$ cat config.mk
export PLATFORM = sky130hd
export DESIGN_NAME = pwrseq_top
export DESIGN_NICKNAME = d
export VERILOG_FILES = /design/src/hdl/pwrseq_pkg.sv /design/src/hdl/pwrseq_top.sv
export SDC_FILE = /design/constraint.sdc
export NUM_CORES = 1
export LEC_CHECK = 0
export ABC_CLOCK_PERIOD_IN_PS = 6500
export BUFFER_PORTS_ARGS = -buffer_cell sky130_fd_sc_hd__clkbuf_2
export CAP_MARGIN = 20
export CORE_MARGIN = 5
export CORE_UTILIZATION = 45
export DETAILED_ROUTE_END_ITERATION = 8
export GPL_TIMING_DRIVEN = 0
export HOLD_SLACK_MARGIN = 0.06
export SYNTH_ARGS = -nofsm -noshare
export SYNTH_HDL_FRONTEND = slang
export SYNTH_SLANG_ARGS = --single-unit
$ cat constraint.sdc
create_clock -name clk_sys -period 6.5 [get_ports clk_sys]
set_input_delay 1.3 -clock clk_sys [delete_from_list [all_inputs] [get_ports clk_sys]]
set_output_delay 1.3 -clock clk_sys [all_outputs]
set_load 0.1 [all_outputs]
$ cat src/hdl/pwrseq_pkg.sv
// Purpose: Constants for the boot-control power sequencer
// Assumes: 200 MHz system clock
// Notes:   Slot numbers 0 mean unassigned
package pwrseq_pkg;
  localparam int          CLK_MHZ          = 200;
  localparam int          SLOT_SHORT_US    = 500;
  localparam int          SLOT_LONG_US     = 2000;
  localparam int          SLOT_SHORT_CYC   = SLOT_SHORT_US * CLK_MHZ;
  localparam int          SLOT_LONG_CYC    = SLOT_LONG_US * CLK_MHZ;
  localparam int          WDOG_PERIOD_S    = 100;
  localparam longint      WDOG_CYC         = longint'(WDOG_PERIOD_S) * 64'd1000000 * longint'(CLK_MHZ);
  localparam int          NUM_SLOTS        = 15;
  localparam logic [3:0]  SLOT_CORE_A      = 4'h3;
  localparam logic [3:0]  SLOT_CORE_B      = 4'h6;
  localparam logic [3:0]  SLOT_IO          = 4'h4;
  localparam logic [3:0]  SLOT_EXT_FET     = 4'h0;
  localparam logic [3:0]  SLOT_GPO0        = 4'h1;
  localparam logic [3:0]  SLOT_GPO2        = 4'h0;
  localparam logic [3:0]  SLOT_GPO6        = 4'h6;
  localparam logic [3:0]  SLOT_GPO7        = 4'h5;
  localparam logic [3:0]  SLOT_CLKOUT      = 4'h5;
  localparam logic [3:0]  SLOT_RESET       = 4'ha;
  // Voltage codes in 100 mV units
  localparam logic [4:0]  VSEL_CORE_A      = 5'h0c;
  localparam logic [4:0]  VSEL_CORE_B      = 5'h0f;
  localparam logic [4:0]  VSEL_IO          = 5'h12;
  localparam logic        RST_BKUP_OFFMASK = 1'b0;
  localparam logic        RST_CLK_SRC      = 1'b0;
  localparam logic        RST_KEEP_ON      = 1'b0;
  localparam logic        RST_SLOT_DUR     = 1'b1;
  localparam logic        RST_LP_OFF       = 1'b1;
  localparam logic        RST_LP_RST       = 1'b1;
  localparam logic        RST_IRQ_POL      = 1'b0;
  localparam logic        RST_SUPPLY_MSK   = 1'b1;
  localparam logic        RST_FALL_MSK     = 1'b1;
  localparam logic        RST_RISE_MSK     = 1'b0;
  localparam logic        RST_WDOG_FIXED   = 1'b1;
  localparam logic        RST_WDOG_MEM     = 1'b0;
  localparam logic        RST_AUTO_KEEP    = 1'b0;
  localparam logic        RST_SHDN_POL     = 1'b0;
  localparam logic [7:0]  RST_SLEEP_KEEP   = 8'h00;
  // Register offsets
  localparam logic [3:0]  REG_CTRL         = 4'h0;
  localparam logic [3:0]  REG_MASK         = 4'h1;
  localparam logic [3:0]  REG_SLEEP_KEEP   = 4'h2;
  localparam logic [3:0]  REG_STATUS       = 4'h3;
  localparam logic [3:0]  REG_VSEL         = 4'h4;
  // Control register field positions
  localparam int          CB_BKUP = 0;
  localparam int          CB_CLK  = 1;
  localparam int          CB_KEEP = 2;
  localparam int          CB_SLOT = 3;
  localparam int          CB_LPO  = 4;
  localparam int          CB_LPR  = 5;
  localparam int          CB_IPOL = 6;
  localparam int          CB_WDOG = 7;
  localparam int          CB_REV  = 8;
  localparam int          CB_SPOL = 9;
  localparam int          CB_SLEN = 10;
  localparam int          CB_SLPP = 11;
  // Sleep keep bit per resource
  localparam int          KB_CORE_A = 0;
  localparam int          KB_CORE_B = 1;
  localparam int          KB_IO     = 2;
  localparam int          KB_FET    = 3;
  localparam int          KB_CLK    = 4;
  typedef enum logic [3:0] {
    PWRSEQ_OFF   = 4'h1,
    PWRSEQ_UP    = 4'h2,
    PWRSEQ_ACT   = 4'h4,
    PWRSEQ_DOWN  = 4'h8
  } pwrseq_state_type;
endpackage : pwrseq_pkg

$ cat src/hdl/pwrseq_top.sv
// Purpose: Boot configuration and OFF/ACTIVE/SLEEP sequencing
// Assumes: Pins are asynchronous, host uses plain register port
// Notes:   Sleep is a flag inside ACTIVE
// Operation
// - Core A slot 3, B slot 6, io 4
// - Pin slots 1,0,6,5, reset slot 10
// - Boot voltages 1.2, 1.5, 1.8 V
// - Backup off-mask defaults to zero
// - Clock source select defaults crystal
// - Keep-on bit holds device on
// - Slot duration 0.5 or 2 ms
// - Long press turns off when enabled
// - Long press resets core when both reset and long-press off are enabled
// - Interrupt polarity select, default low
// - Supply-rise mask default set, autostart
// - Pin 4/5 fall masked, rise unmasked
// - Watchdog 100 s, default per boot
// - Auto keep-on makes hold plain input
// - Shutdown input polarity, default low
// - Sleep input edges enter/leave sleep
// - Sleep drops resources unless kept
// - General outputs except gpo2 follow sleep input
// - Hold level moves OFF to ACTIVE
// - Hold edges raise maskable interrupt
// - Reset release sets keep-on automatically
// - Boot select sampled, no debounce
// - Boot select floating, 0, 1 modes
// - Fifteen slots, optional reverse off
//
// Design decisions made here: the address map and the strobed register port.
`timescale 1ns/1ps
module pwrseq_top #(
  parameter int          SLOT_SHORT = pwrseq_pkg::SLOT_SHORT_CYC,
  parameter int          SLOT_LONG  = pwrseq_pkg::SLOT_LONG_CYC,
  parameter longint      WDOG_LEN   = pwrseq_pkg::WDOG_CYC
) (
  input  wire logic        clk_sys,
  input  wire logic        rstn,
  input  wire logic        clk_en,
  input  wire logic [3:0]  reg_addr,
  input  wire logic [15:0] reg_wdata,
  input  wire logic        reg_wr,
  input  wire logic        reg_rd,
  output logic [15:0]      reg_rdata,
  input  wire logic        boot_select_pin,
  input  wire logic        boot_select_oe_n,
  input  wire logic        sleep_pin,
  input  wire logic        hold_input,
  input  wire logic        shutdown_input,
  input  wire logic        long_press,
  input  wire logic        supply_rise,
  input  wire logic        pin4_in,
  input  wire logic        pin5_in,
  output logic             boot_pad_en,
  output logic             core_converter_a,
  output logic             core_converter_b,
  output logic             io_converter,
  output logic             external_fet_controller,
  output logic             core_a_lowpower,
  output logic             core_b_lowpower,
  output logic             io_lowpower,
  output logic             slow_clock_output_en,
  output logic             gpo0,
  output logic             gpo2,
  output logic             gpo6,
  output logic             gpo7,
  output logic             gpo8,
  output logic             processor_reset_out,
  output logic             second_reset_out,
  output logic             irq_output,
  output logic             core_reset,
  output logic             watchdog_tick,
  output logic [14:0]      voltage_sel
);
  // ==========================================
  // Synchronisers
  logic [7:0] s1_r;
  logic [7:0] s2_r;
  always_ff @(posedge clk_sys or negedge rstn) begin
    if (!rstn) begin
      s1_r <= 8'h00;
      s2_r <= 8'h00;
    end else if (clk_en) begin
      s1_r <= {boot_select_oe_n, boot_select_pin, pin5_in, pin4_in, supply_rise, long_press, shutdown_input,
               hold_input};
      s2_r <= s1_r;
    end
  end
  logic hold_s, shdn_s, lp_s, sup_s, p4_s, p5_s, boot_s, float_s, slp_s1_r, slp_s;
  assign hold_s  = s2_r[0];
  assign shdn_s  = s2_r[1];
  assign lp_s    = s2_r[2];
  assign sup_s   = s2_r[3];
  assign p4_s    = s2_r[4];
  assign p5_s    = s2_r[5];
  assign boot_s  = s2_r[6];
  assign float_s = s2_r[7];
  logic slp_s2_r;
  always_ff @(posedge clk_sys or negedge rstn) begin
    if (!rstn) begin
      slp_s1_r <= 1'b1;
      slp_s2_r <= 1'b1;
    end else if (clk_en) begin
      slp_s1_r <= sleep_pin;
      slp_s2_r <= slp_s1_r;
    end
  end
  assign slp_s = slp_s2_r;

  // ==========================================
  // Boot mode capture
  logic        boot_done_r;
  logic [1:0]  boot_wait_r;
  logic        mem_boot_r;
  logic        test_boot_r;
  always_ff @(posedge clk_sys or negedge rstn) begin
    if (!rstn) begin
      boot_done_r <= 1'b0;
      boot_wait_r <= 2'h0;
      mem_boot_r  <= 1'b0;
      test_boot_r <= 1'b0;
      boot_pad_en <= 1'b1;
    end else if (clk_en && !boot_done_r) begin
      boot_wait_r <= boot_wait_r + 2'h1;
      if (boot_wait_r == 2'h3) begin
        boot_done_r <= 1'b1;
        mem_boot_r  <= boot_s;
        test_boot_r <= float_s;
        boot_pad_en <= 1'b0;
      end
    end
  end

  // ==========================================
  // Registers
  logic [11:0] ctrl_r;
  logic [5:0]  mask_r;
  logic [7:0]  keep_r;
  logic        auto_keep_r;
  logic        keep_set;
  logic        wr_ctrl;
  assign wr_ctrl = clk_en && reg_wr && reg_addr == pwrseq_pkg::REG_CTRL;
  always_ff @(posedge clk_sys or negedge rstn) begin
    if (!rstn) begin
      ctrl_r <= {1'b0, 1'b0, pwrseq_pkg::RST_SHDN_POL, 1'b0, pwrseq_pkg::RST_WDOG_FIXED,
                 pwrseq_pkg::RST_IRQ_POL, pwrseq_pkg::RST_LP_RST, pwrseq_pkg::RST_LP_OFF,
                 pwrseq_pkg::RST_SLOT_DUR, pwrseq_pkg::RST_KEEP_ON, pwrseq_pkg::RST_CLK_SRC,
                 pwrseq_pkg::RST_BKUP_OFFMASK};
    end else if (clk_en) begin
      if (wr_ctrl)
        ctrl_r <= reg_wdata[11:0];
      if (!boot_done_r && boot_wait_r == 2'h3 && boot_s)
        ctrl_r[pwrseq_pkg::CB_WDOG] <= pwrseq_pkg::RST_WDOG_MEM;
      if (keep_set)
        ctrl_r[pwrseq_pkg::CB_KEEP] <= 1'b1;
    end
  end
  always_ff @(posedge clk_sys or negedge rstn) begin
    if (!rstn) begin
      mask_r <= {pwrseq_pkg::RST_RISE_MSK, pwrseq_pkg::RST_FALL_MSK, pwrseq_pkg::RST_RISE_MSK,
                 pwrseq_pkg::RST_FALL_MSK, pwrseq_pkg::RST_SUPPLY_MSK, 1'b0};
      keep_r <= pwrseq_pkg::RST_SLEEP_KEEP;
      auto_keep_r <= pwrseq_pkg::RST_AUTO_KEEP;
    end else if (clk_en && reg_wr) begin
      if (reg_addr == pwrseq_pkg::REG_MASK)
        mask_r <= reg_wdata[5:0];
      if (reg_addr == pwrseq_pkg::REG_SLEEP_KEEP)
        keep_r <= reg_wdata[7:0];
      if (reg_addr == pwrseq_pkg::REG_STATUS)
        auto_keep_r <= reg_wdata[15];
    end
  end

  // ==========================================
  // Sequencer
  pwrseq_pkg::pwrseq_state_type st_r;
  logic [3:0]  slot_r;
  logic [31:0] tick_r;
  logic        tick;
  logic        sleep_r;
  logic        auto_on_r;
  logic        shdn_act, on_req, off_req, hold_mode, slot_end;
  assign hold_mode = !auto_keep_r;
  assign shdn_act  = shdn_s ^ !ctrl_r[pwrseq_pkg::CB_SPOL];
  assign off_req   = shdn_act || (lp_s && ctrl_r[pwrseq_pkg::CB_LPO]);
  assign on_req    = !off_req && ((hold_mode && hold_s) || ctrl_r[pwrseq_pkg::CB_KEEP] ||
                     auto_on_r);
  assign slot_end  = ctrl_r[pwrseq_pkg::CB_SLOT] ? (tick_r == 32'(SLOT_LONG - 1)) :
                     (tick_r == 32'(SLOT_SHORT - 1));
  assign tick      = slot_end;
  always_ff @(posedge clk_sys or negedge rstn) begin
    if (!rstn)
      auto_on_r <= 1'b0;
    else if (clk_en)
      auto_on_r <= (sup_s && !mask_r[1]) ? 1'b1 : (st_r == pwrseq_pkg::PWRSEQ_ACT ? 1'b0 : auto_on_r);
  end
  always_ff @(posedge clk_sys or negedge rstn) begin
    if (!rstn) begin
      st_r   <= pwrseq_pkg::PWRSEQ_OFF;
      slot_r <= 4'h0;
      tick_r <= 32'h0;
    end else if (clk_en && boot_done_r) begin
      tick_r <= (st_r == pwrseq_pkg::PWRSEQ_UP || st_r == pwrseq_pkg::PWRSEQ_DOWN) && !slot_end ?
                tick_r + 32'h1 : 32'h0;
      case (st_r)
        pwrseq_pkg::PWRSEQ_OFF: begin
          slot_r <= 4'h0;
          if (on_req)
            st_r <= pwrseq_pkg::PWRSEQ_UP;
        end
        pwrseq_pkg::PWRSEQ_UP: begin
          if (!on_req) begin
            st_r <= ctrl_r[pwrseq_pkg::CB_REV] ? pwrseq_pkg::PWRSEQ_DOWN : pwrseq_pkg::PWRSEQ_OFF;
          end else if (tick) begin
            if (slot_r == 4'(pwrseq_pkg::NUM_SLOTS))
              st_r <= pwrseq_pkg::PWRSEQ_ACT;
            else
              slot_r <= slot_r + 4'h1;
          end
        end
        pwrseq_pkg::PWRSEQ_ACT: begin
          if (!on_req) begin
            if (ctrl_r[pwrseq_pkg::CB_REV])
              st_r <= pwrseq_pkg::PWRSEQ_DOWN;
            else begin
              st_r   <= pwrseq_pkg::PWRSEQ_OFF;
              slot_r <= 4'h0;
            end
          end
        end
        pwrseq_pkg::PWRSEQ_DOWN: begin
          if (tick) begin
            if (slot_r == 4'h0)
              st_r <= pwrseq_pkg::PWRSEQ_OFF;
            else
              slot_r <= slot_r - 4'h1;
          end
        end
        default: st_r <= pwrseq_pkg::PWRSEQ_OFF;
      endcase
    end
  end

  // ==========================================
  // Sleep control
  logic slp_act, slp_prev_r;
  logic irq_act;
  assign slp_act = slp_s ^ !ctrl_r[pwrseq_pkg::CB_SLPP];
  always_ff @(posedge clk_sys or negedge rstn) begin
    if (!rstn) begin
      sleep_r    <= 1'b0;
      slp_prev_r <= 1'b0;
    end else if (clk_en) begin
      slp_prev_r <= slp_act;
      if (st_r != pwrseq_pkg::PWRSEQ_ACT)
        sleep_r <= 1'b0;
      else if (slp_act && !slp_prev_r && ctrl_r[pwrseq_pkg::CB_SLEN] && !irq_act)
        sleep_r <= 1'b1;
      else if (!slp_act && slp_prev_r)
        sleep_r <= 1'b0;
    end
  end

  // ==========================================
  // Outputs
  logic on_a, on_b, on_io, on_fet, on_clk, on_g0, on_g2, on_g6, on_g7, on_rst, live;
  logic rst_prev_r;
  assign live   = st_r != pwrseq_pkg::PWRSEQ_OFF;
  assign on_a   = live && pwrseq_pkg::SLOT_CORE_A  != 4'h0 && slot_r >= pwrseq_pkg::SLOT_CORE_A;
  assign on_b   = live && pwrseq_pkg::SLOT_CORE_B  != 4'h0 && slot_r >= pwrseq_pkg::SLOT_CORE_B;
  assign on_io  = live && pwrseq_pkg::SLOT_IO      != 4'h0 && slot_r >= pwrseq_pkg::SLOT_IO;
  assign on_fet = live && pwrseq_pkg::SLOT_EXT_FET != 4'h0 && slot_r >= pwrseq_pkg::SLOT_EXT_FET;
  assign on_clk = live && pwrseq_pkg::SLOT_CLKOUT  != 4'h0 && slot_r >= pwrseq_pkg::SLOT_CLKOUT;
  assign on_g0  = live && pwrseq_pkg::SLOT_GPO0    != 4'h0 && slot_r >= pwrseq_pkg::SLOT_GPO0;
  assign on_g2  = live && pwrseq_pkg::SLOT_GPO2    != 4'h0 && slot_r >= pwrseq_pkg::SLOT_GPO2;
  assign on_g6  = live && pwrseq_pkg::SLOT_GPO6    != 4'h0 && slot_r >= pwrseq_pkg::SLOT_GPO6;
  assign on_g7  = live && pwrseq_pkg::SLOT_GPO7    != 4'h0 && slot_r >= pwrseq_pkg::SLOT_GPO7;
  assign on_rst = live && slot_r >= pwrseq_pkg::SLOT_RESET && st_r != pwrseq_pkg::PWRSEQ_DOWN;
  assign keep_set = auto_keep_r && on_rst && !rst_prev_r;
  always_ff @(posedge clk_sys or negedge rstn) begin
    if (!rstn) begin
      core_converter_a        <= 1'b0;
      core_converter_b        <= 1'b0;
      io_converter            <= 1'b0;
      external_fet_controller <= 1'b0;
      core_a_lowpower         <= 1'b0;
      core_b_lowpower         <= 1'b0;
      io_lowpower             <= 1'b0;
      slow_clock_output_en    <= 1'b0;
      gpo0                    <= 1'b0;
      gpo2                    <= 1'b0;
      gpo6                    <= 1'b0;
      gpo7                    <= 1'b0;
      gpo8                    <= 1'b0;
      processor_reset_out     <= 1'b0;
      second_reset_out        <= 1'b0;
      rst_prev_r              <= 1'b0;
      voltage_sel             <= 15'h0;
    end else if (clk_en) begin
      core_converter_a        <= on_a;
      core_converter_b        <= on_b;
      io_converter            <= on_io;
      external_fet_controller <= on_fet && !(sleep_r && !keep_r[pwrseq_pkg::KB_FET]);
      core_a_lowpower         <= sleep_r && !keep_r[pwrseq_pkg::KB_CORE_A];
      core_b_lowpower         <= sleep_r && !keep_r[pwrseq_pkg::KB_CORE_B];
      io_lowpower             <= sleep_r && !keep_r[pwrseq_pkg::KB_IO];
      slow_clock_output_en    <= on_clk && !(sleep_r && !keep_r[pwrseq_pkg::KB_CLK]);
      gpo0                    <= on_g0 && !sleep_r;
      gpo2                    <= on_g2;
      gpo6                    <= on_g6 && !sleep_r;
      gpo7                    <= on_g7 && !sleep_r;
      gpo8                    <= live && !sleep_r;
      processor_reset_out     <= on_rst;
      second_reset_out        <= on_rst;
      rst_prev_r              <= on_rst;
      voltage_sel             <= {pwrseq_pkg::VSEL_IO, pwrseq_pkg::VSEL_CORE_B, pwrseq_pkg::VSEL_CORE_A};
    end
  end

  // ==========================================
  // Interrupts, long press reset, watchdog
  logic [4:0]  irq_stat_r;
  logic        hold_prev_r, p4_prev_r, p5_prev_r, lp_prev_r;
  logic [4:0]  irq_set;
  logic [63:0] wd_r;
  assign irq_set = {p5_s && !p5_prev_r && !mask_r[5], !p5_s && p5_prev_r && !mask_r[4],
                    p4_s && !p4_prev_r && !mask_r[3], !p4_s && p4_prev_r && !mask_r[2],
                    hold_s != hold_prev_r && !mask_r[0]};
  assign irq_act = |irq_stat_r;
  always_ff @(posedge clk_sys or negedge rstn) begin
    if (!rstn) begin
      irq_stat_r  <= 5'h0;
      hold_prev_r <= 1'b0;
      p4_prev_r   <= 1'b0;
      p5_prev_r   <= 1'b0;
      lp_prev_r   <= 1'b0;
      irq_output  <= 1'b1;
      core_reset  <= 1'b0;
      wd_r        <= 64'h0;
      watchdog_tick <= 1'b0;
      reg_rdata   <= 16'h0;
    end else if (clk_en) begin
      hold_prev_r <= hold_s;
      p4_prev_r   <= p4_s;
      p5_prev_r   <= p5_s;
      lp_prev_r   <= lp_s;
      if (reg_wr && reg_addr == pwrseq_pkg::REG_STATUS)
        irq_stat_r <= (irq_stat_r & ~reg_wdata[4:0]) | irq_set;
      else
        irq_stat_r <= irq_stat_r | irq_set;
      irq_output  <= irq_act ^ !ctrl_r[pwrseq_pkg::CB_IPOL];
      core_reset  <= lp_s && !lp_prev_r && ctrl_r[pwrseq_pkg::CB_LPR] && ctrl_r[pwrseq_pkg::CB_LPO];
      watchdog_tick <= 1'b0;
      if (!ctrl_r[pwrseq_pkg::CB_WDOG])
        wd_r <= 64'h0;
      else if (wd_r == 64'(WDOG_LEN - 1)) begin
        wd_r <= 64'h0;
        watchdog_tick <= 1'b1;
      end else
        wd_r <= wd_r + 64'h1;
      if (reg_rd) begin
        case (reg_addr)
          pwrseq_pkg::REG_CTRL:       reg_rdata <= {4'h0, ctrl_r};
          pwrseq_pkg::REG_MASK:       reg_rdata <= {10'h0, mask_r};
          pwrseq_pkg::REG_SLEEP_KEEP: reg_rdata <= {8'h0, keep_r};
          pwrseq_pkg::REG_STATUS:     reg_rdata <= {auto_keep_r, test_boot_r, mem_boot_r, sleep_r, st_r, slot_r,
                                                    3'h0, irq_act};
          pwrseq_pkg::REG_VSEL:       reg_rdata <= {1'b0, voltage_sel};
          default:                    reg_rdata <= 16'h0;
        endcase
      end else
        reg_rdata <= 16'h0;
    end
  end

  chk_keep_set: assert property (@(posedge clk_sys) disable iff (!rstn)
    clk_en && keep_set |=> ctrl_r[pwrseq_pkg::CB_KEEP]) else $error("keep-on not set");
  chk_boot_pad: assert property (@(posedge clk_sys) disable iff (!rstn)
    boot_done_r |-> !boot_pad_en) else $error("boot pad still enabled");
  chk_reset_slot: assert property (@(posedge clk_sys) disable iff (!rstn)
    processor_reset_out |-> core_converter_a && io_converter) else $error("reset before supplies");
  chk_sleep_gpo: assert property (@(posedge clk_sys) disable iff (!rstn)
    clk_en && sleep_r |=> !gpo0 && !gpo8) else $error("gpo active in sleep");
  chk_irq_pol: assert property (@(posedge clk_sys) disable iff (!rstn)
    clk_en && !irq_act && !ctrl_r[pwrseq_pkg::CB_IPOL] |=> irq_output) else $error("irq idle level");
  chk_slot_max: assert property (@(posedge clk_sys) disable iff (!rstn)
    slot_r <= 4'(pwrseq_pkg::NUM_SLOTS)) else $error("slot overrun");
  chk_shdn_off: assert property (@(posedge clk_sys) disable iff (!rstn)
    clk_en && boot_done_r && shdn_act && st_r == pwrseq_pkg::PWRSEQ_ACT && !ctrl_r[pwrseq_pkg::CB_REV]
    |=> st_r == pwrseq_pkg::PWRSEQ_OFF) else $error("shutdown ignored");
  chk_core_b: assert property (@(posedge clk_sys) disable iff (!rstn)
    core_converter_b |-> core_converter_a) else $error("slot order broken");
endmodule : pwrseq_top

* Word-level counts from Yosys, hierarchy flattened *
Cells that the tools add are included.

word-level totals
  register bits after elaboration = 199
  input bits = 34
  output and inout port bits = 50
  logic and storage cells = 221

cells by class
  add/sub/neg operators = 5
  order comparisons = 6
  equality and inequality tests = 28
  multiplexer cells = 34
  bitwise logic cells = 7
  reductions and logical operators = 97

operators with widths
  cell                     number
  $mux W64                 2
  $pmux W16 S5             1
  $add A64 B1 Y64 const B  1
  $eq A64 B35 Y1 const B   1
  $mux W4                  15
  $logic_and A1 B1 Y1      46
  $add A32 B1 Y32 const B  1
  $eq A32 B17 Y1 const B   1
  $eq A32 B19 Y1 const B   1
  $mux W32                 1
  $pmux W4 S4              2
  $logic_not A1 Y1         28
  $reduce_and A2 Y1        9
  $mux W16                 1
  $ne A2 B2 Y1 const B     8
  $eq A4 B2 Y1 const B     3
  $ge A4 B3 Y1 const B     3
  $mux W1                  10
  $or A5 B5 Y5             2
  $reduce_and A9 Y1        1
  $eq A4 B1 Y1 const B     2
  $eq A4 B3 Y1 const B     2
  $eq A4 B4 Y1 const B     2
  $logic_not A4 Y1         2
  25 further kinds         32

* Depth between registers and ports, before layout *
Gate-level depths: netlist (run 1).

  word-level depth = 7
  depth in mapped cells = 9
  depth with buffers taken out = 8

* Worst setup path after synthesis (run 1) *
No wires, ideal clock.

  path type = register -> output
  from = register, netlist name voltage_sel[2]
  to = output voltage_sel[11]
  arrival time = 1450 ps
  required time = 5200 ps
  slack = 3750 ps
  stages on the path, launching flop included = 2
  buffers on the path = 1
  cells stage by stage = dfrtp_1 buf_4

RTL lines
  element        RTL line          source
  end, declared  pwrseq_top.sv:73  output logic [14:0] voltage_sel

No word-level cell between the ends.

==> impl_metrics.py, run 1 <==
metrics = {
    "worst_setup_path": {
        "worst-path-max-fanout": 10,
        "worst_setup_path_class": "input pin to flip-flop",
        "cpMaxStageDelayCell": "sky130_fd_sc_hd__clkbuf_1",
        "number_of_cells_on_the_worst_reg_to_reg_path": 7,
        "timing.critical_path.buf_inv": 4,
        "cp_data_required_time_ps": 6860,
        "critPathTopFamily": "buffers and inverters",
        "cp_num_cells": 6,
        "crit_arrival_ps": 3730,
        "timing.critical_path.cells": "clkbuf_2 > clkbuf_1 > clkbuf_1 > clkbuf_1 > o311ai_0 > o21ai_0",
        "max_stage_delay_ps": 600,
        "critical_path.endpoint_type": "flip-flop",
        "cp_dominant_cell_by_count": "sky130_fd_sc_hd__clkbuf_1",
        "timing.critical_path.from_type": "input pin",
    },
    "clocking": {
        "numCtsBuffers": 17,
        "cts.root.buffer_cell": "sky130_fd_sc_hd__clkbuf_16",
        "clock_tree.htree_level_count": 4,
        "clkSinkCount": 199,
        "post-cts-setup-buffers": 0,
        "holdBufCountCts": 0,
        "cts_resized": 0,
        "max-clock-path-buffers": 2,
        "cts.reportedPaths.clkPinSlew_ps": 80,
        "clock_latency_ps": 450,
        "cts_tree": "built",
    },
    "synthesis": {
        "synth.distinct_cells": 83,
        "synth_seq_area_share_pct": 48.7,
        "synth_edf_count": 0,
        "syn-instance-count": 1003,
        "avg_cell_area_syn_um2": 10.2,
        "synthesis.area_mm2": 0.0103,
        "ys.warnings.count": 0,
        "fraction_of_registers_with_async_set_reset_pct": 100,
        "post_synthesis_sequential_element_count": 199,
        "yosysTopAreaCellShare_pct": 45.6,
        "primary_flip_flop_cell_chosen_by_synthesis_mapping": "sky130_fd_sc_hd__dfrtp_1",
        "netlist_top_cells_area": "sky130_fd_sc_hd__dfrtp_1, sky130_fd_sc_hd__mux2_2, sky130_fd_sc_hd__nor2_1",
        "yosys.area.top_type": "sky130_fd_sc_hd__dfrtp_1",
    },
    "final_layout": {
        "layout.cells.most_common_list": "sky130_fd_sc_hd__dfrtp_1, sky130_fd_sc_hd__nor2_1, sky130_fd_sc_hd__nand2_1",
        "num_antenna_cells": 0,
        "flow.area_growth_from_synthesis_pct": 14.0,
        "mostFrequentLayoutCell": "sky130_fd_sc_hd__dfrtp_1",
        "final_cells": 1402,
        "drive_gt1_share_pct": 22.3,
        "finalNetCount": 1145,
        "final.fill_count": 2057,
    },
    "run": {
        "maxCapViolCount": 0,
    },
    "route": {
        "post_drt_wl_per_cell_um": 18.6,
        "drtIter0Drc": 615,
        "route.antenna.remaining_nets": 0,
        "dr_total_vias": 7893,
        "drt_pass1_iterations": 5,
        "drt_drc_violations_left": 0,
        "totalWireLength_um": 26100,
        "via_per_inst": 5.63,
    },
    "placement": {
        "placed_cells_incl_taps": 1369,
        "dp_slack_ps": 2670,
        "port_buffers": 71,
        "finalWeightedCongestion": 0.855,
        "dp_hpwl_um": 18600,
    },
    "timing": {
        "setup_viol_count_final": 0,
        "final.setup_skew_ps": 15.3,
        "worst_pin_slew_ps": 941,
        "share_of_the_clock_period_used_by_the_worst_path_after_layout_pct": 51.9,
        "final.min_clock_period_ps": 3370,
        "finalHoldViolations": 0,
        "timing_max_transition_violations_final": 0,
        "fmax_ghz": 0.296,
        "setup_total_negative_slack_ps": 0,
        "layout_setup_ws_ps": 3130,
        "grt_setup_unrepaired": "false",
        "slew_headroom_pct": 37.1,
    },
    "grt": {
        "antenna_violations_before_repair": 0,
        "overflow": 0,
        "first_global_vias": 7764,
        "grt_pass1_wl_um": 42500,
        "grt_use_total_pct": 20.5,
        "grt_max_degree": 110,
    },
    "power": {
        "power.static_leakage_nw": 4.92,
        "power.ir.vdd_worst_mv": 0.159,
        "power.density_mw_per_mm2": 249,
    },
    "status": {
        "run_status": "complete, no violations",
    },
    "floorplanning": {
        "design.portCount": 84,
        "fp.coreArea_mm2": 0.0226,
        "placementRows": 55,
        "die_h_um": 161,
        "initial_utilization_pct": 45.4,
        "floorplan.die_area_mm2": 0.0259,
        "die_w_um": 161,
    },
    "min_path": {
        "hold-path-cell-count": 1,
        "min-delay-path-class": "flip-flop to flip-flop",
    },
}
where the power goes:
| group | total, mW | switching (mW) | leakage, nW | internal, mW |
|---|---|---|---|---|
| Clock | 1.11 | 0.576 | 0.306 | 0.539 |
| Combinational | 0.361 | 0.231 | 2.02 | 0.130 |
| Sequential | 1.43 | 0.0914 | 2.59 | 1.34 |
| Total | 2.91 | 0.898 | 4.92 | 2.01 |
area by class of cell:
| class | count | area, um^2 | share of cell area (%) |
|---|---|---|---|
| Clock inverter | 15 | 209 | 1.79 |
| Tap cell | 285 | 357 | 3.05 |
| Timing Repair Buffer | 74 | 404 | 3.46 |
| Clock buffer | 17 | 425 | 3.64 |
| Inverter | 27 | 101 | 0.867 |
| Multi-Input combinational cell | 726 | 4850 | 41.5 |
| Buffer | 59 | 343 | 2.93 |
| Sequential cell | 199 | 4990 | 42.7 |
synthesized netlist by cell type (12+ instances only):
library cell                  n
sky130_fd_sc_hd__nand3_1     48
sky130_fd_sc_hd__dfstp_2     12
sky130_fd_sc_hd__nand4_1     32
sky130_fd_sc_hd__nor3_1      27
sky130_fd_sc_hd__nor2_1     125
sky130_fd_sc_hd__buf_4       18
sky130_fd_sc_hd__mux2_2      49
sky130_fd_sc_hd__inv_1       26
sky130_fd_sc_hd__o2bb2ai_1   19
sky130_fd_sc_hd__nor4_1      13
sky130_fd_sc_hd__dfrtp_1    187
sky130_fd_sc_hd__o21ai_0     34
sky130_fd_sc_hd__and3_1      17
sky130_fd_sc_hd__a21oi_1     18
sky130_fd_sc_hd__clkbuf_1    20
sky130_fd_sc_hd__nand2_1     86
sky130_fd_sc_hd__xnor2_1     51
sky130_fd_sc_hd__buf_2       13
sky130_fd_sc_hd__xor2_1      30
flip-flops by register name, indices dropped and copies added (netlist names), 5 cells and up:
signal      cells
tick_r         32
reg_rdata      16
s1_r            8
mask_r          6
s2_r            8
irq_stat_r      5
ctrl_r         12
wd_r           64
keep_r          8
routing by layer:
layer  GRT usage [%]  share of wire, %  up-vias
li1                -                 -     3783
met1            29.1                46     3911
met2            33.1                48      172
met3            3.64               4.5       27
met4            4.46               1.4        0
met5               0                 0        -
stage by stage:
| step | power, mW | cell area [um^2] | hold slack, ps | utilization (%) |
|---|---|---|---|---|
| floorplan | 1.68 | 10300 | 412 | - |
| global placement | 1.81 | 11000 | 436 | 48.7 |
| detailed placement | 1.82 | 11000 | 441 | 48.9 |
| CTS | 2.94 | 11700 | 458 | 51.7 |
| global route | 3.04 | 11700 | 482 | 51.8 |
| finish | 2.91 | 11700 | 453 | 51.8 |
logic make-up (layout without fill, tap and decap cells):
logic type	after synthesis	count (layout)	share of synthesized area, %
other	1	9	0.0366
buffers and inverters	86	192	4.33
AOI/OAI and AO/OA	138	138	9.64
xor gates and xnor gates	81	81	6.92
adders and majority gates	7	7	0.854
DFF	199	199	48.7
and+or+nand+nor	435	435	23.4
muxes	56	56	6.09
path summary, 6_finish.rpt:
| path | from | to | slack (ps) |
|---|---|---|---|
| hold / removal | s2_r[6] | ctrl_r[7] | 450 |
| setup reg to reg | wd_r[0] | wd_r[58] | 3890 |
| min in group asynchronous | rstn | wd_r[5] | 930 |
| hold reg to reg | s2_r[6] | ctrl_r[7] | 450 |
| setup / recovery | clk_en | gpo0 | 3130 |
| max in group asynchronous | rstn | tick_r[30] | 4510 |
Note: power is estimated with default switching activity, not from simulation.
==> run 2, diff against run 1 <==
--- a/config.mk
+++ b/config.mk
@@ -5,7 +5,7 @@
 export SDC_FILE = /design/constraint.sdc
 export NUM_CORES = 1
 export LEC_CHECK = 0
-export ABC_CLOCK_PERIOD_IN_PS = 6500
+export ABC_CLOCK_PERIOD_IN_PS = 2700
 export BUFFER_PORTS_ARGS = -buffer_cell sky130_fd_sc_hd__clkbuf_2
 export CAP_MARGIN = 20
 export CORE_MARGIN = 5
@@ -13,6 +13,7 @@
 export DETAILED_ROUTE_END_ITERATION = 8
 export GPL_TIMING_DRIVEN = 0
 export HOLD_SLACK_MARGIN = 0.06
+export PLACE_DENSITY = 0.65
 export SYNTH_ARGS = -nofsm -noshare
 export SYNTH_HDL_FRONTEND = slang
 export SYNTH_SLANG_ARGS = --single-unit
==> constraint.sdc (replaced) <==
create_clock -name clk_sys -period 2.7 [get_ports clk_sys]
set_input_delay 0.54 -clock clk_sys [delete_from_list [all_inputs] [get_ports clk_sys]]
set_output_delay 0.54 -clock clk_sys [all_outputs]
set_load 0.1 [all_outputs]
==> impl_metrics.py, run 2 (synthesis results as in run 1) <==
metrics = {
    "timing": {
        "share_of_the_clock_period_used_by_the_worst_path_after_layout_pct": 94.2,
        "finalHoldViolations": 0,
        "timing_max_transition_violations_final": 0,
        "final.setup_skew_ps": 13.3,
        "setup_total_negative_slack_ps": 0,
        "fmax_ghz": 0.393,
        "setup_viol_count_final": 0,
        "grt_setup_unrepaired": "false",
        "final.min_clock_period_ps": 2540,
        "worst_pin_slew_ps": 988,
        "slew_headroom_pct": 33.2,
    },
    "worst_setup_path": {
        "max_stage_delay_ps": 590,
        "critPathTopFamily": "buffers and inverters",
        "cpMaxStageDelayCell": "sky130_fd_sc_hd__clkbuf_1",
        "timing.critical_path.cells": "clkbuf_2 > clkbuf_1 > clkbuf_1 > nand4_1 > nor3_1 > xnor2_1 > nor2_1",
        "critical_path.endpoint_type": "flip-flop",
        "worst_setup_path_class": "input pin to flip-flop",
        "timing.critical_path.buf_inv": 3,
        "timing.critical_path.from_type": "input pin",
        "crit_arrival_ps": 2870,
        "worst-path-max-fanout": 10,
        "cp_dominant_cell_by_count": "sky130_fd_sc_hd__clkbuf_1",
        "cp_data_required_time_ps": 3020,
    },
    "final_layout": {
        "flow.area_growth_from_synthesis_pct": 13.5,
        "drive_gt1_share_pct": 22.4,
        "mostFrequentLayoutCell": "sky130_fd_sc_hd__dfrtp_1",
        "layout.cells.most_common_list": "sky130_fd_sc_hd__dfrtp_1, sky130_fd_sc_hd__nor2_1, sky130_fd_sc_hd__nand2_1",
        "final_util_pct": 51.6,
        "layout_top_registers": "wd_r: 64 flops, tick_r: 32 flops, reg_rdata: 16 flops",
        "finalNetCount": 1146,
        "multiInputGateArea_mm2": 0.00486,
        "registers.top_by_ff_count": "wd_r",
        "ff_latch_area_mm2": 0.00499,
        "final.fill_count": 2093,
        "num_antenna_cells": 0,
        "max_ffs_per_register": 64,
    },
    "clocking": {
        "clock_tree.htree_level_count": 4,
        "clkSinkCount": 199,
        "cts.root.buffer_cell": "sky130_fd_sc_hd__clkbuf_16",
        "clock_latency_ps": 440,
        "cts.reportedPaths.clkPinSlew_ps": 70,
        "post-cts-setup-buffers": 0,
        "cts_tree": "built",
        "max-clock-path-buffers": 2,
        "numCtsBuffers": 17,
    },
    "grt": {
        "first_global_vias": 7836,
        "grt_max_degree": 96,
        "grt_use_total_pct": 20.0,
        "antenna_violations_before_repair": 0,
        "overflow": 0,
        "grt_pass1_wl_um": 41800,
    },
    "floorplanning": {
        "die_w_um": 161,
        "placementRows": 55,
        "fp.coreArea_mm2": 0.0226,
        "floorplan.die_area_mm2": 0.0259,
        "die_h_um": 161,
        "design.portCount": 84,
        "initial_utilization_pct": 45.4,
    },
    "route": {
        "drt_drc_violations_left": 0,
        "totalWireLength_um": 25500,
        "drtIter0Drc": 610,
        "dr_total_vias": 7884,
        "post_drt_wl_per_cell_um": 18.2,
        "via_per_inst": 5.62,
        "route.antenna.remaining_nets": 0,
        "drt_pass1_iterations": 6,
    },
    "power": {
        "comb_power_share_pct": 12.9,
        "power.density_mw_per_mm2": 581,
        "p_switching_mw": 2.00,
        "power.static_leakage_nw": 4.89,
        "power.internal_mw": 4.76,
        "share_clk_of_total_power_pct": 36.1,
        "power.ir.vdd_worst_mv": 0.463,
        "switching_share_pct": 29.6,
        "p_seq_share_pct": 51.0,
    },
    "run": {
        "maxCapViolCount": 0,
    },
    "placement": {
        "finalWeightedCongestion": 0.871,
        "port_buffers": 71,
        "dp_hpwl_um": 18200,
    },
    "status": {
        "run_status": "complete, no violations",
    },
    "min_path": {
        "min-delay-path-class": "input pin to flip-flop",
    },
}
run 2: changes by cell type in the layout (fill, tap and decap cells not counted), sizes merged:
cell         previous run  this run
clkbuf                109       110
clkinv                  6         7
clkinvlp                0         2
dlygate4sd3             0         1
inv                    36        32
run 2: power by group through the flow:
| stage | registers, mW | clock network (mW) | logic, mW |
|---|---|---|---|
| 2_1_floorplan | 3.47 | 0 | 0.566 |
| 3_3_place_gp | 3.50 | 0 | 0.848 |
| 3_5_place_dp | 3.50 | 0 | 0.878 |
| 4_1_cts | 3.45 | 2.48 | 0.881 |
| 5_1_grt | 3.49 | 2.60 | 0.968 |
| 6_report | 3.45 | 2.44 | 0.869 |
run 2: path summary, 6_finish.rpt:
kind,from,endpoint,slack [ps],cells after the start
setup / recovery,clk_en,wd_r[38],160,7
hold / removal,pin4_in,s1_r[4],330,2
setup reg to reg,slot_r[0],slot_r[1],220,8
hold reg to reg,lp_prev_r,core_reset,460,1
max in group asynchronous,rstn,slp_s,970,4
min in group asynchronous,rstn,wd_r[5],560,2
run 2: cell type report:
| cell class | instances | area share (%) |
|---|---|---|
| plain buffers | 59 | 2.96 |
| clock buffers | 18 | 3.69 |
| clock inverters | 14 | 1.04 |
| inverters | 27 | 0.871 |
| multi-input cells | 726 | 41.7 |
| flip-flops and latches | 199 | 42.9 |
| well taps | 285 | 3.06 |
| repair buffers | 75 | 3.75 |
run 2: repair_timing:
item,in CTS,in global routing
hold buffers,1,0
endpoints found under the hold margin,33,0
setup endpoints to repair,0,8
resized for setup,0,2
run 2: worst reg2reg max path, cell delays in order (launching register included):
cell                       delay, ps
sky130_fd_sc_hd__dfrtp_1         490
sky130_fd_sc_hd__inv_1           190
sky130_fd_sc_hd__ha_1            170
sky130_fd_sc_hd__or3b_1          390
sky130_fd_sc_hd__a211oi_1        290
sky130_fd_sc_hd__o32ai_2         130
sky130_fd_sc_hd__a211oi_2        270
sky130_fd_sc_hd__nor2_2          110
sky130_fd_sc_hd__mux2_1          330
run 2: per-layer routing:
layer	wire [um]	track usage, %	part of all wire (%)	up-vias
met3	1400	4.46	5.5	31
met2	12000	32.0	47	222
li1	-	-	-	3780
met5	0	0	0	-
met1	11600	27.8	45	3851
met4	531	5.08	2.1	0
run 2: stage by stage:
step                      std cells  power [mW]  hold slack, ps  worst slack [ps]  instance area (um^2)
after floorplan                1011        4.04             244               479                 10300
after global placement         1367        4.34             437             -2870                 11000
after detailed placement       1370        4.38             442              -391                 11100
after CTS                      1403        6.81             323              62.5                 11600
final                          1403        6.76             333               157                 11600
after global routing           1403        7.05             319              29.2                 11600
==> run 3, diff against run 2 <==
--- a/config.mk
+++ b/config.mk
@@ -10,7 +10,9 @@
 export CAP_MARGIN = 20
 export CORE_MARGIN = 5
 export CORE_UTILIZATION = 45
+export CTS_BUF_LIST = sky130_fd_sc_hd__clkbuf_4
 export DETAILED_ROUTE_END_ITERATION = 8
+export GPL_ROUTABILITY_DRIVEN = 0
 export GPL_TIMING_DRIVEN = 0
 export HOLD_SLACK_MARGIN = 0.06
 export PLACE_DENSITY = 0.65
==> impl_metrics.py, run 3 (synthesis results as in run 1) <==
metrics = {
    "power": {
        "power.static_leakage_nw": 4.76,
        "power.density_mw_per_mm2": 513,
        "share_clk_of_total_power_pct": 25.9,
        "p_switching_mw": 1.87,
        "power.internal_mw": 3.95,
        "switching_share_pct": 32.1,
        "power.ir.vdd_worst_mv": 0.257,
        "comb_power_share_pct": 14.9,
        "p_seq_share_pct": 59.3,
        "fin_total_pwr_mw": 5.82,
    },
    "final_layout": {
        "final.fill_count": 2132,
        "drive_gt1_share_pct": 22.4,
        "layout_top_registers": "wd_r: 64 flops, tick_r: 32 flops, reg_rdata: 16 flops",
        "flow.area_growth_from_synthesis_pct": 10.7,
        "final_cells": 1404,
        "mostFrequentLayoutCell": "sky130_fd_sc_hd__dfrtp_1",
        "max_ffs_per_register": 64,
        "registers.top_by_ff_count": "wd_r",
        "finalNetCount": 1146,
        "multiInputGateArea_mm2": 0.00486,
        "ff_latch_area_mm2": 0.00499,
        "layout.cells.most_common_list": "sky130_fd_sc_hd__dfrtp_1, sky130_fd_sc_hd__nor2_1, sky130_fd_sc_hd__nand2_1",
    },
    "grt": {
        "antenna_violations_before_repair": 2,
        "overflow": 0,
        "grt_use_total_pct": 19.8,
        "grt_pass1_wl_um": 41500,
        "first_global_vias": 7817,
        "grt_max_degree": 96,
    },
    "route": {
        "route.antenna.remaining_nets": 0,
        "dr_total_vias": 7895,
        "drtIter0Drc": 578,
        "drt_pass1_iterations": 6,
        "totalWireLength_um": 25200,
        "via_per_inst": 5.62,
        "drt_drc_violations_left": 0,
        "post_drt_wl_per_cell_um": 18.0,
    },
    "worst_setup_path": {
        "critPathTopFamily": "buffers and inverters",
        "critical_path.endpoint_type": "flip-flop",
        "cp_num_cells": 5,
        "timing.critical_path.buf_inv": 4,
        "max_stage_delay_ps": 680,
        "crit_arrival_ps": 3000,
        "reg2reg_launch_point": "slot_r[0]",
        "number_of_cells_on_the_worst_reg_to_reg_path": 8,
        "critPathLaunch": "clk_en",
        "worst_setup_path_class": "input pin to flip-flop",
        "reg2reg_setup_slack_ps": 220,
        "cpMaxStageDelayCell": "sky130_fd_sc_hd__buf_1",
        "timing.critical_path.cells": "clkbuf_2 > clkbuf_1 > clkbuf_1 > buf_1 > mux2_2",
        "worst-path-max-fanout": 10,
        "timing.critical_path.from_type": "input pin",
        "regToRegEndpoint": "slot_r[1]",
        "cp_data_required_time_ps": 3190,
        "cp_dominant_cell_by_count": "sky130_fd_sc_hd__clkbuf_1",
    },
    "placement": {
        "dp_hpwl_um": 18200,
        "placed_cells_incl_taps": 1370,
        "port_buffers": 71,
    },
    "floorplanning": {
        "fp.coreArea_mm2": 0.0226,
        "floorplan.die_area_mm2": 0.0259,
        "design.portCount": 84,
        "die_w_um": 161,
        "placementRows": 55,
        "initial_utilization_pct": 45.4,
        "die_h_um": 161,
    },
    "clocking": {
        "numCtsBuffers": 17,
        "post-cts-setup-buffers": 0,
        "clock_latency_ps": 610,
        "max-clock-path-buffers": 2,
        "cts_tree": "built",
        "clkSinkCount": 199,
        "clock_tree.htree_level_count": 4,
        "cts.reportedPaths.clkPinSlew_ps": 180,
        "cts.root.buffer_cell": "sky130_fd_sc_hd__clkbuf_4",
    },
    "min_path": {
        "whs_endpoint": "s1_r[7]",
        "hold_path.startpoint": "boot_select_oe_n",
        "min-delay-path-class": "input pin to flip-flop",
        "hold-path-cell-count": 2,
    },
    "timing": {
        "slew_headroom_pct": 34.6,
        "fmax_ghz": 0.398,
        "timing_max_transition_violations_final": 0,
        "final.setup_skew_ps": 28.7,
        "setup_viol_count_final": 0,
        "share_of_the_clock_period_used_by_the_worst_path_after_layout_pct": 93.0,
        "worst_pin_slew_ps": 968,
        "grt_setup_unrepaired": "false",
        "finalHoldViolations": 0,
        "final.min_clock_period_ps": 2510,
    },
    "status": {
        "run_status": "complete, no violations",
    },
    "run": {
        "maxCapViolCount": 0,
    },
}
## run 3: changes by cell type in the layout (fill, tap and decap cells not counted), sizes merged
cell    delta
buf        +1
clkbuf     -1
diode      +1
## run 3: worst reg2reg max path: cells and delay by family (launching register included)
| kind | cells | cell delay [ps] |
|---|---|---|
| AO/OA/AOI/OAI | 3 | 680 |
| flip-flops | 1 | 510 |
| AND/OR/NAND/NOR | 2 | 500 |
| multiplexers | 1 | 330 |
| buffers and inverters | 1 | 180 |
| adder cells (fa/ha/maj) | 1 | 160 |
## run 3: what timing repair did
action                                 CTS  global route
hold buffers                             1             0
endpoints found under the hold margin   33             0
resized for setup                        0             1
setup endpoints to repair                0             1
## run 3: how the worst max path moves through the flow
stage                        end  slack [ps]
finish                 p4_prev_r         190
global route            wd_r[32]          60
CTS                     wd_r[58]         200
detailed placement       s1_r[7]        -390
global placement      tick_r[14]       -2870
floorplan           reg_rdata[5]         480
## run 3: per-layer routing
metal	wire length [um]	up-vias	global-route usage [%]	part of all wire (%)
li1	-	3776	-	-
met1	11400	3866	27.8	45
met2	11800	222	31.8	47
met3	1480	31	3.87	5.9
met4	500	0	5.12	2.0
met5	0	-	0	0
## run 3: power groups by stage
stage	registers, mW	clock network, mW	logic (mW)
finish	3.45	1.51	0.865
global route	3.49	1.67	0.966
CTS	3.45	1.56	0.878
detailed placement	3.50	0	0.878
global placement	3.50	0	0.848
floorplan	3.47	0	0.566
## run 3: per-stage QoR
step | util [%] | setup slack [ps] | cell area, um^2 | setup TNS (ps) | hold slack [ps]
CTS | 50.2 | 202 | 11300 | 0 | 128
finish | 50.3 | 189 | 11300 | 0 | 151
global route | 50.3 | 63.5 | 11300 | 0 | 125
floorplan | - | 479 | 10300 | 0 | 244
detailed placement | 49.1 | -391 | 11100 | -9960 | 442
global placement | 48.7 | -2870 | 11000 | -558290 | 437
## run 3: layout make-up
| type | instances | area share [%] |
|---|---|---|
| Sequential cell | 199 | 44.0 |
| Buffer | 59 | 3.02 |
| Antenna cell | 1 | 0.0221 |
| Multi-Input combinational cell | 726 | 42.8 |
| Clock inverter | 14 | 1.07 |
| Timing Repair Buffer | 75 | 3.85 |
| Tap cell | 285 | 3.14 |
| Clock buffer | 18 | 1.19 |
| Inverter | 27 | 0.893 |
